===== src/common/sts_map.svh =====
`ifndef STS_MAP_SVH
`define STS_MAP_SVH
`define STS_TAG_W 16
`define STS_XTAG_W 16
`define STS_LEN_W 24
`define STS_ADDR_W 64
`define STS_RTY_W 4
`define STS_FIFO_DEPTH 8
`define STS_TAG_RST 16'h0000
`define STS_OFS_RST 24'h000000
`define STS_RTY_RST 4'h0
`endif


===== src/common/sts_pkg.sv =====
`include "sts_map.svh"
package sts_pkg;
   typedef enum logic [1:0] {STS_FR_DATA, STS_FR_XFER, STS_FR_RESP} sts_frame_t;
   typedef enum logic [2:0] {STS_ST_XMIT, STS_ST_ACK, STS_ST_NAK, STS_ST_TMO, STS_ST_LOST,
                             STS_ST_CANACK, STS_ST_NEXUS, STS_ST_OTHER} sts_status_t;
   typedef enum logic [3:0] {STS_TC_XFER_OK, STS_TC_RESP_OK, STS_TC_DIN_OK, STS_TC_RESP_FAIL,
                             STS_TC_XFER_NAK, STS_TC_XFER_CONN, STS_TC_DIN_NAK, STS_TC_DIN_CONN,
                             STS_TC_TERM, STS_TC_NEXUS, STS_TC_OTHER} sts_tc_t;
   typedef enum logic [1:0] {STS_NX_START, STS_NX_DIN, STS_NX_WDATA} sts_next_t;
   typedef struct packed {
      sts_frame_t kind;
      logic cancel;
      logic [`STS_LEN_W-1:0] len;
      logic [`STS_TAG_W-1:0] tag;
      logic [`STS_ADDR_W-1:0] dest;
   } sts_entry_t;
   typedef struct packed {
      sts_frame_t kind;
      logic interlocked;
      logic resend;
      logic [`STS_XTAG_W-1:0] xfer_tag;
      logic [`STS_LEN_W-1:0] len;
      logic [`STS_TAG_W-1:0] tag;
      logic [`STS_ADDR_W-1:0] dest;
   } sts_tx_t;
   typedef struct packed {
      sts_tc_t code;
      logic [`STS_ADDR_W-1:0] dest;
      logic [`STS_TAG_W-1:0] tag;
      logic [`STS_XTAG_W-1:0] xfer_tag;
   } sts_tc_msg_t;
endpackage : sts_pkg


===== src/design/sts_frame_send.sv =====
// Contract
// - A retried transfer-ready frame goes out with its resend flag set.
// - A retried transfer-ready frame gets a transfer tag unlike previous and in-use tags.
// - Write data for a later transfer-ready frame frees all earlier tags of the command.
// - A transfer-ready retry issues a new interlocked transmit request with the frame.
// - Ack on transfer-ready reports it delivered, with the transfer tag used.
// - Ack on a response frame reports the response delivered.
// - Read data delivered only when offset equals byte count and balance point.
// - Response failure after the retry limit reports response failed.
// - Transfer-ready failure without retry reports a NAK or a connection cause.
// - Read data failure without retry reports a NAK or a connection cause.
// - Cancel with nothing outstanding reports data transfer terminated.
// - Cancel with requests outstanding sends a cancel request with address and tag.
// - Cancel acknowledged from the port layer then reports data transfer terminated.
// - Every completion message carries destination address and tag.
// - Any completion other than transfer-ready delivered returns to the start state.
// - Read frame sent with offset below byte count goes to build the next one.
// - Retriable read frame failure goes to data-in preparation with a retry mark.
// - After transfer-ready delivered, move on to receiving write data.
// - After interlocked frame transmitted, wait for ack, nak, timeout or lost link.
// - Each read frame ack seen in a wait state advances the balance point by that frame's bytes; the completing ack clears it.
module sts_frame_send
   import sts_pkg::*;
#(
   parameter int DEPTH = `STS_FIFO_DEPTH
)
(
   // Clock and reset
   input wire logic clk,
   input wire logic sys_rst,
   // Entry from the frame-building states
   input wire logic entry_valid,
   input wire sts_entry_t entry,
   input wire logic cancel_msg,
   // Configuration and command context
   input wire logic retry_en,
   input wire logic [`STS_RTY_W-1:0] retry_limit,
   input wire logic [`STS_LEN_W-1:0] din_byte_count,
   input wire logic write_data_arrived,
   // Port layer
   output logic tx_valid,
   output sts_tx_t tx,
   output logic cancel_req,
   input wire logic conf_valid,
   input wire sts_status_t conf,
   // Transfer manager
   output logic tc_valid,
   output sts_tc_msg_t tc,
   // Next state selection
   output logic nx_valid,
   output sts_next_t nx,
   output logic nx_retry,
   // Status
   output logic busy,
   output logic [`STS_LEN_W-1:0] read_offset,
   output logic [`STS_LEN_W-1:0] balance_offset,
   output logic [`STS_XTAG_W-1:0] tags_in_use
);
   localparam int PW = $clog2(DEPTH);

   typedef enum logic [1:0] {S_IDLE, S_WAIT_TX, S_WAIT_ACK, S_CANCEL} sts_state_t;

   sts_state_t state;
   sts_state_t next_state;
   sts_entry_t cur;
   sts_entry_t ctx;
   sts_tx_t next_tx;
   sts_tc_msg_t next_tc;
   sts_next_t next_nx;
   sts_tc_t fin_code;
   sts_next_t fin_nx;
   logic next_tx_valid, next_cancel_req, next_tc_valid, next_nx_valid, next_nx_retry;
   logic fin, do_push, do_pop, do_rewind, do_retry, do_alloc, do_start, done;
   logic in_wait, fail_conf, can_retry, cancel_hit;
   logic [`STS_RTY_W-1:0] retry_cnt;
   logic [`STS_XTAG_W-1:0] alloc_tag;
   logic [`STS_XTAG_W-1:0] in_use_lo;
   logic [`STS_LEN_W-1:0] len_mem [DEPTH];
   logic [`STS_LEN_W-1:0] new_offset;
   logic [`STS_LEN_W-1:0] new_balance;
   logic [PW-1:0] wr_ptr;
   logic [PW-1:0] rd_ptr;
   logic [PW:0] out_cnt;

   function automatic logic [`STS_LEN_W-1:0] add_len(input logic [`STS_LEN_W-1:0] a,
                                                     input logic [`STS_LEN_W-1:0] b);
      return a + b;
   endfunction : add_len

   function automatic sts_tc_t fail_code(input sts_frame_t k, input sts_status_t s);
      if (k == STS_FR_RESP)
         return STS_TC_RESP_FAIL;
      else if (k == STS_FR_XFER)
         return (s == STS_ST_NAK) ? STS_TC_XFER_NAK : STS_TC_XFER_CONN;
      else
         return (s == STS_ST_NAK) ? STS_TC_DIN_NAK : STS_TC_DIN_CONN;
   endfunction : fail_code

   assign in_wait = (state == S_WAIT_TX) || (state == S_WAIT_ACK);
   assign fail_conf = (conf == STS_ST_NAK) || (conf == STS_ST_TMO) || (conf == STS_ST_LOST);
   assign can_retry = retry_en && (retry_cnt < retry_limit);
   assign ctx = (state == S_IDLE) ? entry : cur;
   assign cancel_hit = (state == S_IDLE && entry_valid && entry.cancel) || (in_wait && cancel_msg);
   assign new_offset = add_len(read_offset, cur.len);
   assign new_balance = add_len(balance_offset, len_mem[rd_ptr]);
   assign do_start = fin && (fin_nx == STS_NX_START);
   assign done = in_wait && conf_valid && !cancel_hit && ((conf == STS_ST_ACK) || fail_conf);

   always_comb
   begin
      next_state = state;
      next_tx_valid = 1'b0;
      next_tx = tx;
      next_cancel_req = 1'b0;
      next_tc_valid = 1'b0;
      next_tc = tc;
      next_nx_valid = 1'b0;
      next_nx = nx;
      next_nx_retry = 1'b0;
      fin = 1'b0;
      fin_code = STS_TC_OTHER;
      fin_nx = STS_NX_START;
      do_push = 1'b0;
      do_pop = 1'b0;
      do_rewind = 1'b0;
      do_retry = 1'b0;
      do_alloc = 1'b0;
      if (cancel_hit)
      begin
         if (out_cnt == '0)
         begin
            fin = 1'b1;
            fin_code = STS_TC_TERM;
         end
         else
         begin
            next_cancel_req = 1'b1;
            next_tx.dest = ctx.dest;
            next_tx.tag = ctx.tag;
            next_state = S_CANCEL;
         end
      end
      else
         case (state)
            S_IDLE:
               if (entry_valid)
               begin
                  next_tx_valid = 1'b1;
                  next_tx.kind = entry.kind;
                  next_tx.interlocked = (entry.kind != STS_FR_DATA);
                  next_tx.resend = 1'b0;
                  next_tx.xfer_tag = (entry.kind == STS_FR_XFER) ? alloc_tag + 1'b1 : `STS_TAG_RST;
                  next_tx.len = entry.len;
                  next_tx.tag = entry.tag;
                  next_tx.dest = entry.dest;
                  do_alloc = (entry.kind == STS_FR_XFER);
                  next_state = S_WAIT_TX;
               end
            S_WAIT_TX, S_WAIT_ACK:
               if (conf_valid)
                  case (conf)
                     STS_ST_XMIT:
                        if (cur.kind == STS_FR_DATA && state == S_WAIT_TX)
                        begin
                           do_push = 1'b1;
                           if (new_offset < din_byte_count)
                           begin
                              next_nx_valid = 1'b1;
                              next_nx = STS_NX_DIN;
                              next_state = S_IDLE;
                           end
                           else
                              next_state = S_WAIT_ACK;
                        end
                        else
                           next_state = S_WAIT_ACK;
                     STS_ST_ACK:
                        if (cur.kind == STS_FR_XFER)
                        begin
                           fin = 1'b1;
                           fin_code = STS_TC_XFER_OK;
                           fin_nx = STS_NX_WDATA;
                        end
                        else if (cur.kind == STS_FR_RESP)
                        begin
                           fin = 1'b1;
                           fin_code = STS_TC_RESP_OK;
                        end
                        else
                        begin
                           do_pop = 1'b1;
                           if (new_balance == read_offset && read_offset == din_byte_count)
                           begin
                              fin = 1'b1;
                              fin_code = STS_TC_DIN_OK;
                           end
                        end
                     STS_ST_NAK, STS_ST_TMO, STS_ST_LOST:
                        if (can_retry)
                        begin
                           do_retry = 1'b1;
                           if (cur.kind == STS_FR_DATA)
                           begin
                              do_rewind = 1'b1;
                              next_nx_valid = 1'b1;
                              next_nx = STS_NX_DIN;
                              next_nx_retry = 1'b1;
                              next_state = S_IDLE;
                           end
                           else
                           begin
                              next_tx_valid = 1'b1;
                              next_tx.resend = 1'b1;
                              if (cur.kind == STS_FR_XFER)
                              begin
                                 next_tx.xfer_tag = alloc_tag + 1'b1;
                                 do_alloc = 1'b1;
                              end
                              next_state = S_WAIT_TX;
                           end
                        end
                        else
                        begin
                           fin = 1'b1;
                           fin_code = fail_code(cur.kind, conf);
                        end
                     STS_ST_NEXUS:
                     begin
                        fin = 1'b1;
                        fin_code = STS_TC_NEXUS;
                     end
                     default:
                        fin = 1'b1;
                  endcase
            S_CANCEL:
               if (conf_valid && conf == STS_ST_CANACK)
               begin
                  fin = 1'b1;
                  fin_code = STS_TC_TERM;
               end
            default:
               next_state = S_IDLE;
         endcase
      if (fin)
      begin
         next_tc_valid = 1'b1;
         next_tc = '{code: fin_code, dest: ctx.dest, tag: ctx.tag, xfer_tag: tx.xfer_tag};
         next_nx_valid = 1'b1;
         next_nx = fin_nx;
         next_state = S_IDLE;
      end
   end

   always_ff @(posedge clk)
   begin
      if (sys_rst)
      begin
         state <= S_IDLE;
         tx_valid <= 1'b0;
         tx <= '0;
         cancel_req <= 1'b0;
         tc_valid <= 1'b0;
         tc <= '0;
         nx_valid <= 1'b0;
         nx <= STS_NX_START;
         nx_retry <= 1'b0;
         busy <= 1'b0;
         cur <= '0;
      end
      else
      begin
         state <= next_state;
         tx_valid <= next_tx_valid;
         tx <= next_tx;
         cancel_req <= next_cancel_req;
         tc_valid <= next_tc_valid;
         tc <= next_tc;
         nx_valid <= next_nx_valid;
         nx <= next_nx;
         nx_retry <= next_nx_retry;
         busy <= (next_state != S_IDLE);
         if (state == S_IDLE && entry_valid)
            cur <= entry;
      end
   end

   // Retry budget restarts once a frame is acknowledged or the exchange ends
   always_ff @(posedge clk)
   begin
      if (sys_rst || fin || do_pop)
         retry_cnt <= `STS_RTY_RST;
      else if (do_retry)
         retry_cnt <= retry_cnt + 1'b1;
   end

   always_ff @(posedge clk)
   begin
      if (sys_rst || do_start)
      begin
         read_offset <= `STS_OFS_RST;
         balance_offset <= `STS_OFS_RST;
      end
      else
      begin
         if (do_rewind)
            read_offset <= balance_offset;
         else if (do_push)
            read_offset <= new_offset;
         if (do_pop)
            balance_offset <= new_balance;
      end
   end

   // Lengths of sent read frames still awaiting their ack
   always_ff @(posedge clk)
   begin
      if (do_push)
         len_mem[wr_ptr] <= cur.len;
   end

   always_ff @(posedge clk)
   begin
      if (sys_rst || do_start || do_rewind)
      begin
         wr_ptr <= '0;
         rd_ptr <= '0;
         out_cnt <= '0;
      end
      else
      begin
         if (do_push)
            wr_ptr <= wr_ptr + 1'b1;
         if (do_pop)
            rd_ptr <= rd_ptr + 1'b1;
         out_cnt <= out_cnt + (PW+1)'(next_tx_valid) - (PW+1)'(done);
      end
   end

   always_ff @(posedge clk)
   begin
      if (sys_rst)
      begin
         alloc_tag <= `STS_TAG_RST;
         in_use_lo <= `STS_TAG_RST;
         tags_in_use <= `STS_TAG_RST;
      end
      else
      begin
         if (do_alloc)
            alloc_tag <= alloc_tag + 1'b1;
         if (write_data_arrived)
            in_use_lo <= alloc_tag;
         tags_in_use <= alloc_tag - in_use_lo;
      end
   end

   logic ack_now, fail_now;
   assign ack_now = in_wait && conf_valid && !cancel_hit && conf == STS_ST_ACK;
   assign fail_now = in_wait && conf_valid && !cancel_hit && fail_conf;
endmodule : sts_frame_send


===== config.mk =====
export PLATFORM = sky130hd
export DESIGN_NAME = sts_frame_send
export DESIGN_NICKNAME = d
export VERILOG_FILES = /design/src/common/sts_pkg.sv /design/src/design/sts_frame_send.sv
export VERILOG_INCLUDE_DIRS = /design/src /design/src/common
export SDC_FILE = /design/constraint.sdc
export NUM_CORES = 1
export LEC_CHECK = 0
export BUFFER_PORTS_ARGS = -buffer_cell sky130_fd_sc_hd__buf_2
export CAP_MARGIN = 10
export CORE_MARGIN = 2
export CORE_UTILIZATION = 47
export DETAILED_ROUTE_END_ITERATION = 12
export HOLD_SLACK_MARGIN = 0.02
export PLACE_DENSITY = 0.69
export SKIP_LAST_GASP = 1
export SYNTH_ARGS = -nofsm -noshare
export SYNTH_HDL_FRONTEND = slang
export SYNTH_SLANG_ARGS = --single-unit

===== constraint.sdc =====
create_clock -name clk -period 16.74 [get_ports clk]
set_input_delay 3.348 -clock clk [delete_from_list [all_inputs] [get_ports clk]]
set_output_delay 3.348 -clock clk [all_outputs]
set_load 0.005 [all_outputs]

==> Word-level counts from Yosys, hierarchy flattened <==
Memories as Yosys holds them, arrays and structs flattened. A register that Yosys moved wholly into a read port is not among the register bits.
Index checks and enable logic that the tools add are counted.
Widths: inputs -> output; s select.
{ "op_classes": {"order_cmp": 2, "n_reduce_logical": 43, "eq_ne": 26, "mux": 113, "add_sub_neg": 9, "n_bitwise": 1} }
{ "op_table": {"columns": ["op", "n"], "rows": [
  ["$mux 80", 4],
  ["$mux 121", 1],
  ["$mux 17", 4],
  ["$mux 1", 56],
  ["$add 24x24->24", 2],
  ["$eq 24x24->1", 2],
  ["$mux 2", 24],
  ["$mux 24", 2],
  ["$pmux 17 s2", 1],
  ["$mux 16", 2],
  ["$lt 24x24->1", 1],
  ["$mux 4", 6],
  ["$add 16x1->16 const B", 1],
  ["$reduce_and 8->1", 2],
  ["$reduce_bool 2->1", 8],
  ["$sub 16x16->16", 1],
  ["$ne 2x2->1 const B", 7],
  ["$ne 3x3->1 const B", 4],
  ["$pmux 2 s2", 3],
  ["$pmux 4 s3", 1],
  ["$logic_and 1x1->1", 11],
  ["$eq 3x3->1 const B", 3],
  ["$logic_or 1x1->1", 9],
  ["$mux 3", 3],
  ["other kinds (23)", 36]
]} }
{ "totals": {"n_memories": 1, "input_bits": 145, "out_inout_bits": 296, "register_bits": 450, "ramBits": 192, "word_cells": 227} }
{ "mem_list": {"columns": ["memory", "depth", "width", "rd", "rd_clocked_by_memory_dff", "wr", "line", "text"], "rows": [
  ["len_mem", 8, 24, 1, 1, 1, "sts_frame_send.sv:78", "logic [`STS_LEN_W-1:0] len_mem [DEPTH];"]
]} }

==> Depth between registers and ports, before layout <==
Gate-level depths: netlist of run 1.
{ "depth": {"word_depth": 14, "mapped_depth": 20, "mapped_depth_nobuf": 20} }

==> Worst setup path before layout of run 1 <==
OpenSTA, ideal clock, no wires.
{ "synth_timing": {"path_kind": "input to register", "startpoint": "input port conf[0]", "endpoint": "memory len_mem[0][0] in the netlist's numbering (enable)", "required_ns": 16.274, "slack_ns": 9.538, "t_arrival_ns": 6.736, "path_stages": 5, "setup_ns": 0.466, "path_cell_list": "clkbuf_1 > or3_1 > or3_1 > clkbuf_1 > nor4_1"} }
{ "synth_via": {"elab_chain_len": 7} }
{ "synth_lines": {"columns": ["element", "line", "text"], "rows": [
  ["from (decl)", "sts_frame_send.sv:45", "input wire sts_status_t conf,"],
  ["$logic_not 3->1", "sts_frame_send.sv:161", "case (conf)"],
  ["$mux 1", "sts_frame_send.sv:161", null],
  ["$mux 1", "sts_frame_send.sv:160", "if (conf_valid)"],
  ["$mux 1", "sts_frame_send.sv:144", "case (state)"],
  ["$mux 1", "sts_frame_send.sv:128", "if (cancel_hit)"],
  ["$mux 1", "sts_frame_send.sv:317", "if (do_push)"],
  ["$mux 1 (implied by the code)", "sts_frame_send.sv:318", "len_mem[wr_ptr] <= cur.len;"],
  ["to (decl)", "sts_frame_send.sv:78", null]
]} }
Every way passes these cells.

==> Worst setup path after layout of run 1 <==
{ "layout_timing": {"startpoint": "input port din_byte_count[10]", "endpoint": "register out_cnt[3]"} }
{ "layout_via": {"elab_chain_len": 12} }
{ "layout_lines": {"columns": ["element", "line", "text"], "rows": [
  ["from (decl)", "sts_frame_send.sv:38", "input wire logic [`STS_LEN_W-1:0] din_byte_count,"],
  ["$eq 24x24->1", "sts_frame_send.sv:192", "if (new_balance == read_offset && read_offset == din_byte_count)"],
  ["$logic_and 1x1->1", "sts_frame_send.sv:192", null],
  ["$mux 1", "sts_frame_send.sv:192", null],
  ["$mux 1", "sts_frame_send.sv:184", "else if (cur.kind == STS_FR_RESP)"],
  ["$mux 1", "sts_frame_send.sv:178", "if (cur.kind == STS_FR_XFER)"],
  ["$pmux 1 s3", "sts_frame_send.sv:161", null],
  ["$mux 1", "sts_frame_send.sv:160", null],
  ["$pmux 1 s2", "sts_frame_send.sv:144", null],
  ["$mux 1", "sts_frame_send.sv:128", null],
  ["$logic_and 1x1->1", "sts_frame_send.sv:106", "assign do_start = fin && (fin_nx == STS_NX_START);"],
  ["$logic_or 1x1->1 (2 in a row)", "sts_frame_send.sv:323", "if (sys_rst || do_start || do_rewind)"],
  ["to (signal assigned)", "sts_frame_send.sv:335", "out_cnt <= out_cnt + (PW+1)'(next_tx_valid) - (PW+1)'(done);"],
  ["to (decl)", "sts_frame_send.sv:83", "logic [PW:0] out_cnt;"]
]} }
Every way passes these cells.
A chain may end at the register's enable or synchronous reset.

==> metrics, run 1 <==
die height=259 um; Period Utilization, post-route=42.2%; Mapped Avg Cell Area=10.0 um2; 1st-iter DRT viols=2242; crit path kind=in -> reg; share of the synthesized area in the top cell type=29.6%; Num CTS Buffers=69; clk slew on worst S/H paths=0.06 ns; VDD IR-drop max=0.149 mV; Synthesized Nets=3303; Top FF cell, synth=dfxtp_1; Std-Cell Core Area=64300 um2; global route overflow=0; total negative slack=0 ns; Static Leak=14.8 nW; Synth Register Bits=645; vias post-DR=25300; Final ANT Viol Nets=0; Initial Util=47.5%; max-cap viol count=0; post-synthesis instance total=3050; Rows=93; Yosys warnings=0; drt drc=0; Crit path max-delay family=simple AND/OR/NAND/NOR gates; number of hold buffers added after CTS=0; final WL=97700 um; CTS tree=done; Worst setup EP type=flop; synth unique cells=81; Synth area leader=dfxtp_1; max-slew violations=0; most used standard cell by instance count after synthesis=dfxtp_1; clock sinks=645; RSZ-0062 raised after global routing=false; Slew Limit Headroom=23.7%; Crit path top cell by count=nand4_1; Die Span X=259 um; initial antenna violation count=19; die area=67100 um2; post-CTS setup buffers=0; P per Cell Area=143 nW/um2; Worst-Skew Late Latency=0.63 ns; share of layout cells above drive strength 1=20.4%; slowest stage cell, crit path=buf_4; Worst EP arrival=7.52 ns; worst path cell trace=buf_2, xor2_1, nor4_1, nand4_1, nor4_1, nand4_1, nor4bb_1, nand4_1, nor4_4, a21o_4, buf_4, a2111oi_0; most frequent cells after synthesis=453 x dfxtp_1, 404 x nand2_1, 219 x nor2_1; number of flops mapped to enable cells by yosys=192; final period demand of the worst path=7.07 ns; synth top area cells=dfxtp_1 30%, edfxtp_1 19%, nand2_1 5.0%; Clk Tree Root Cell=clkbuf_16; Port Buffer Count=440; asr flop ratio synth=0%; GP Congestion=0.954; pin count of the biggest net entering global routing=97; placed insts=4146; drt wl/cell=22.8 um; startpoint class of the critical path=primary input; Nets=3615; CP Buf/Inv Count=2; final HPWL from detailed placement=65800 um; mapped cell area=30600 um2; register area share after synthesis=48.5%; Req. time, crit path=17.19 ns; status=finished clean; Final setup viols=0; Total GRT Usage=28.2%; Area Overhead vs Synth=16.7%; Max clock buf depth=3; post-CTS sizing=0; Fin Clk Skew=0.0292 ns; global-route wire length before repair=146000 um; top-level I/O count=441; TritonRoute pass-1 iters=5; Min-Delay Path Class=reg -> reg; CP Max Fanout=78; critical path's largest stage delay=0.84 ns; Final Hold Violating Endpoints=0; vias in the first global route=23800; fmax=141 MHz; average vias per placed instance=5.91; CTS H-tree lvls=3; Worst Tran Pin Value=1.14 ns; fin cells=4287
-- registers in the layout, indices dropped and copies added (netlist names), 2 cells and up, named ones only --
| register | flops |
|---|---|
| wr_ptr | 3 |
| tags_in_use | 16 |
| balance_offset | 24 |
| rd_ptr | 3 |
| read_offset | 24 |
| tc | 100 |
| in_use_lo | 16 |
| retry_cnt | 4 |
| out_cnt | 4 |
| state | 2 |
| alloc_tag | 16 |
| len_mem | 192 |
| cur | 106 |
| nx | 2 |
| tx | 124 |
-- per-layer routing --
layer | track usage, % | vias up | share of wire (%)
li1 | - | 11900 | -
met1 | 37.5 | 12200 | 42
met2 | 44.4 | 1004 | 46
met3 | 5.51 | 217 | 7.4
met4 | 13.1 | 8 | 4.5
met5 | 0 | - | 0.053
-- power by group --
group          switching [W]  internal [W]
clock network       0.000664      0.000908
logic               0.000952      0.000557
registers           0.000157       0.00186
total                0.00177       0.00332
-- final timing paths --
| check | cells past startpoint | from | end | slack [ns] |
|---|---|---|---|---|
| hold reg to reg | 2 | tx[102]$_SDFFE_PP0P_ | tx[102]$_SDFFE_PP0P_ | 0.45 |
| setup / recovery | 12 | din_byte_count[10] | out_cnt[3]$_SDFF_PP0_ | 9.67 |
| setup reg to reg | 16 | flop | out_cnt[3]$_SDFF_PP0_ | 9.67 |
| hold / removal | 2 | tx[102]$_SDFFE_PP0P_ | tx[102]$_SDFFE_PP0P_ | 0.45 |
-- cell type report --
class,count,area (um2)
Fill cell,5599,28700
Sequential cell,645,14800
Multi-Input combinational cell,2088,14600
Timing Repair Buffer,478,2500
Clock buffer,100,2000
Tap cell,855,1070
Clock inverter,25,344
Inverter,80,300
Antenna cell,16,40.0
-- metrics by stage --
stage / hold WS (ns) / setup slack [ns] / power (W) / util [%] / area, um2
final: 0.449 / 9.67 / 0.00509 / 55.5 / 35700
after global routing: 0.472 / 9.31 / 0.00533 / 55.4 / 35700
after CTS: 0.453 / 9.73 / 0.00511 / 55.4 / 35700
after detailed placement: 0.445 / 9.19 / 0.00353 / 51.8 / 33300
after global placement: 0.439 / 9.24 / 0.00351 / 51.8 / 33300
after floorplan: 0.448 / 9.54 / 0.00296 / - / 30600
-- cell families after synthesis --
kind of cell / after synthesis / share of synthesized area [%]
flops: 645 / 48.5
simple gates: 916 / 13.2
mux: 195 / 8.44
compound gates: 737 / 16.9
fa+ha+maj: 108 / 4.52
xor+xnor: 132 / 4.20
buf+inv: 317 / 4.32
-- worst min-delay path, stage by stage (launching register included) --
cell     delay, ns
dfxtp_1       0.30
nand2_1       0.05
a21oi_1       0.05
-- layout by cell type, fill, tap and decap left out, types with 14 or more instances in the layout --
cell type / instances
buf_2: 439
mux4_2: 48
nand2b_1: 14
dfxtp_1: 451
xnor2_1: 49
a21oi_1: 205
buf_4: 38
a22oi_1: 39
nand2_1: 402
nor4_1: 24
clkbuf_8: 16
or3_1: 16
nand3_1: 25
and3_1: 25
mux2_2: 23
a211oi_1: 189
mux2i_1: 123
a2111oi_0: 16
diode_2: 16
inv_1: 80
xor2_1: 74
ha_1: 103
nor2_1: 213
edfxtp_1: 192
clkbuf_1: 15
nor3_1: 115
nand4_1: 18
clkbuf_16: 69
o21ai_0: 44
a21o_1: 36
a221oi_1: 117
(Power assumes the default switching activity.)
==> inputs of run 2 (changes only) <==
--- a/config.mk
+++ b/config.mk
@@ -6,6 +6,7 @@
 export SDC_FILE = /design/constraint.sdc
 export NUM_CORES = 1
 export LEC_CHECK = 0
+export ABC_AREA = 1
 export BUFFER_PORTS_ARGS = -buffer_cell sky130_fd_sc_hd__buf_2
 export CAP_MARGIN = 10
 export CORE_MARGIN = 2
==> constraint.sdc (replaced) <==
create_clock -name clk -period 6.6 [get_ports clk]
set_input_delay 1.32 -clock clk [delete_from_list [all_inputs] [get_ports clk]]
set_output_delay 1.32 -clock clk [all_outputs]
set_load 0.005 [all_outputs]
==> metrics, run 2 <==
Static Leak=15.9 nW; total power=0.0128 W; Largest register FFs=192; Initial Util=47.5%; drt wl/cell=18.7 um; VDD IR-drop max=0.245 mV; Final Hold Violating Endpoints=0; die area=65800 um2; Clk Tree Root Cell=clkbuf_16; die height=256 um; slowest stage cell, crit path=buf_4; synth top area cells=dfxtp_1 30%, edfxtp_1 19%, nand2_1 10%; min-delay src=cur[17]$_SDFFE_PP0P_; pin count of the biggest net entering global routing=125; mapped cell area=30000 um2; synth unique cells=48; clock sinks=645; GP Congestion=0.997; CTS tree=done; startpoint class of the critical path=flop; asr flop ratio synth=0%; WHS=0.447 ns; vias in the first global route=25400; Fin Clk Skew=0.0271 ns; top-level I/O count=441; Final Cell Area=35000 um2; share of the synthesized area in the top cell type=30.3%; Worst Hold Depth=2; register area share after synthesis=49.5%; final HPWL from detailed placement=65700 um; Max clock buf depth=3; Final ANT Viol Nets=0; Synthesized Nets=4057; largest registers=len_mem: 192 flops, tx: 124 flops, cur: 106 flops; post-CTS sizing=0; final period demand of the worst path=5.67 ns; Port Buffer Count=440; number of hold buffers added after CTS=0; vias post-DR=27300; total negative slack=0 ns; GR Util met3=6.91%; initial antenna violation count=20; Num CTS Buffers=69; most used standard cell by instance count after synthesis=nand2_1; Final setup viols=0; Worst setup EP type=flop; final WL=94400 um; Slew Limit Headroom=23.4%; Worst Tran Pin Value=1.15 ns; global-route wire length before repair=145000 um; most frequent cells in the layout=818 x nand2_1, 452 x dfxtp_1, 442 x o21ai_0, 439 x buf_2, 426 x nor2_1; Die Span X=256 um; global route overflow=0; drt drc=0; max-slew violations=0; Min-Delay Path Class=reg -> reg; DP Area=32800 um2; FF-to-FF setup slack=0.93 ns; critical path's largest stage delay=0.70 ns; Yosys warnings=0; crit path kind=reg -> reg; RSZ-0062 raised after global routing=false; max-cap viol count=0; Worst R2R End=tc[38]$_SDFFE_PP0P_; most frequent cells after synthesis=821 x nand2_1, 453 x dfxtp_1, 442 x o21ai_0; 1st-iter DRT viols=1914; Area Overhead vs Synth=17.0%; busiest grt layer=met2; Period Utilization, post-route=85.9%; fmax=176 MHz; most common cell after layout, fill and taps aside=nand2_1; grt met2 use=46.7%; Top FF cell, synth=dfxtp_1; Nets=4398; clk slew on worst S/H paths=0.06 ns; Rows=92; Worst Reg-to-Reg Cells=32; Reg with most FFs=len_mem; Synth area leader=dfxtp_1; status=finished clean; post-CTS setup buffers=0; met1 Usage GRT=34.6%; post-synthesis instance total=3804; Worst-Skew Late Latency=0.62 ns; CTS H-tree lvls=3; share of layout cells above drive strength 1=14.7%; Synth Register Bits=645; Mapped Avg Cell Area=7.87 um2; Total GRT Usage=27.7%; Std-Cell Core Area=63100 um2; P per Cell Area=364 nW/um2; Hold Crit Endpoint=cur[17]$_SDFFE_PP0P_; average vias per placed instance=5.40; CP Max Fanout=76; Req. time, crit path=7.15 ns; number of flops mapped to enable cells by yosys=192; TritonRoute pass-1 iters=5; Worst EP arrival=6.22 ns; Final Core Density=55.5%; Crit path top cell by count=nand2_1
[run 2: cell types whose count changed in the layout (fill, tap and decap cells not counted), moves of 40 or more]
cell,before,now
a31oi_1,9,81
nor3_1,115,10
a211oi_1,189,17
a21oi_1,205,260
nor2_1,213,426
o22ai_1,0,40
nand3_1,25,242
mux4_2,48,0
a221oi_1,117,7
mux2i_1,123,3
nand2_1,402,818
o21ai_0,44,442
inv_1,80,324
[run 2: per-stage QoR]
stage / std cells / setup slack [ns]
floorplan: 3804 / 1.82
global placement: 4920 / 1.10
detailed placement: 4920 / 1.04
CTS: 5044 / 1.02
global route: 5051 / 0.474
finish: 5055 / 0.930
[run 2: final cells by class]
cell class	count	area (um2)
Timing Repair Buffer	482	2540
Multi-Input combinational cell	2610	13100
Inverter	337	1270
Tap cell	846	1060
Clock buffer	92	1930
Fill cell	5976	28000
Clock inverter	32	273
Sequential cell	645	14800
Antenna cell	11	27.5
[run 2: kinds of logic after synthesis]
kind of cell,synth area share (%)
flops,49.5
buf+inv,7.04
mux,0.100
compound gates,16.0
xor+xnor,1.87
simple gates,20.8
fa+ha+maj,4.61
[run 2: worst max path at each step]
stage / start / end / slack [ns] / cells after the start
after floorplan: entry_valid / len_mem[3][0]$_DFFE_PP_ / 1.82 / 11
after global placement: flop / tc[37]$_SDFFE_PP0P_ / 1.10 / 32
after detailed placement: flop / tc[38]$_SDFFE_PP0P_ / 1.04 / 32
after CTS: flop / tc[38]$_SDFFE_PP0P_ / 1.02 / 32
after global routing: flop / tc[44]$_SDFFE_PP0P_ / 0.47 / 32
final: flop / tc[38]$_SDFFE_PP0P_ / 0.93 / 32
[run 2: metal layers]
layer  routed length, um  vias to the layer above
met2               45300                      882
li1                    -                    13400
met5                 102                        -
met4                3100                       16
met3                7310                      187
met1               38600                    12800
[run 2: worst max-delay path: cells and delay by family (launching register included)]
family	cells	cell delay [ns]
buf+inv	6	1.31
simple gates	22	2.42
fa+ha+maj	1	0.39
compound gates	3	0.84
flops	1	0.57
[run 2: where the power goes]
part	internal (W)	switching (W)
Sequential	0.00488	0.000463
Combinational	0.00119	0.00242
Clock	0.00219	0.00163
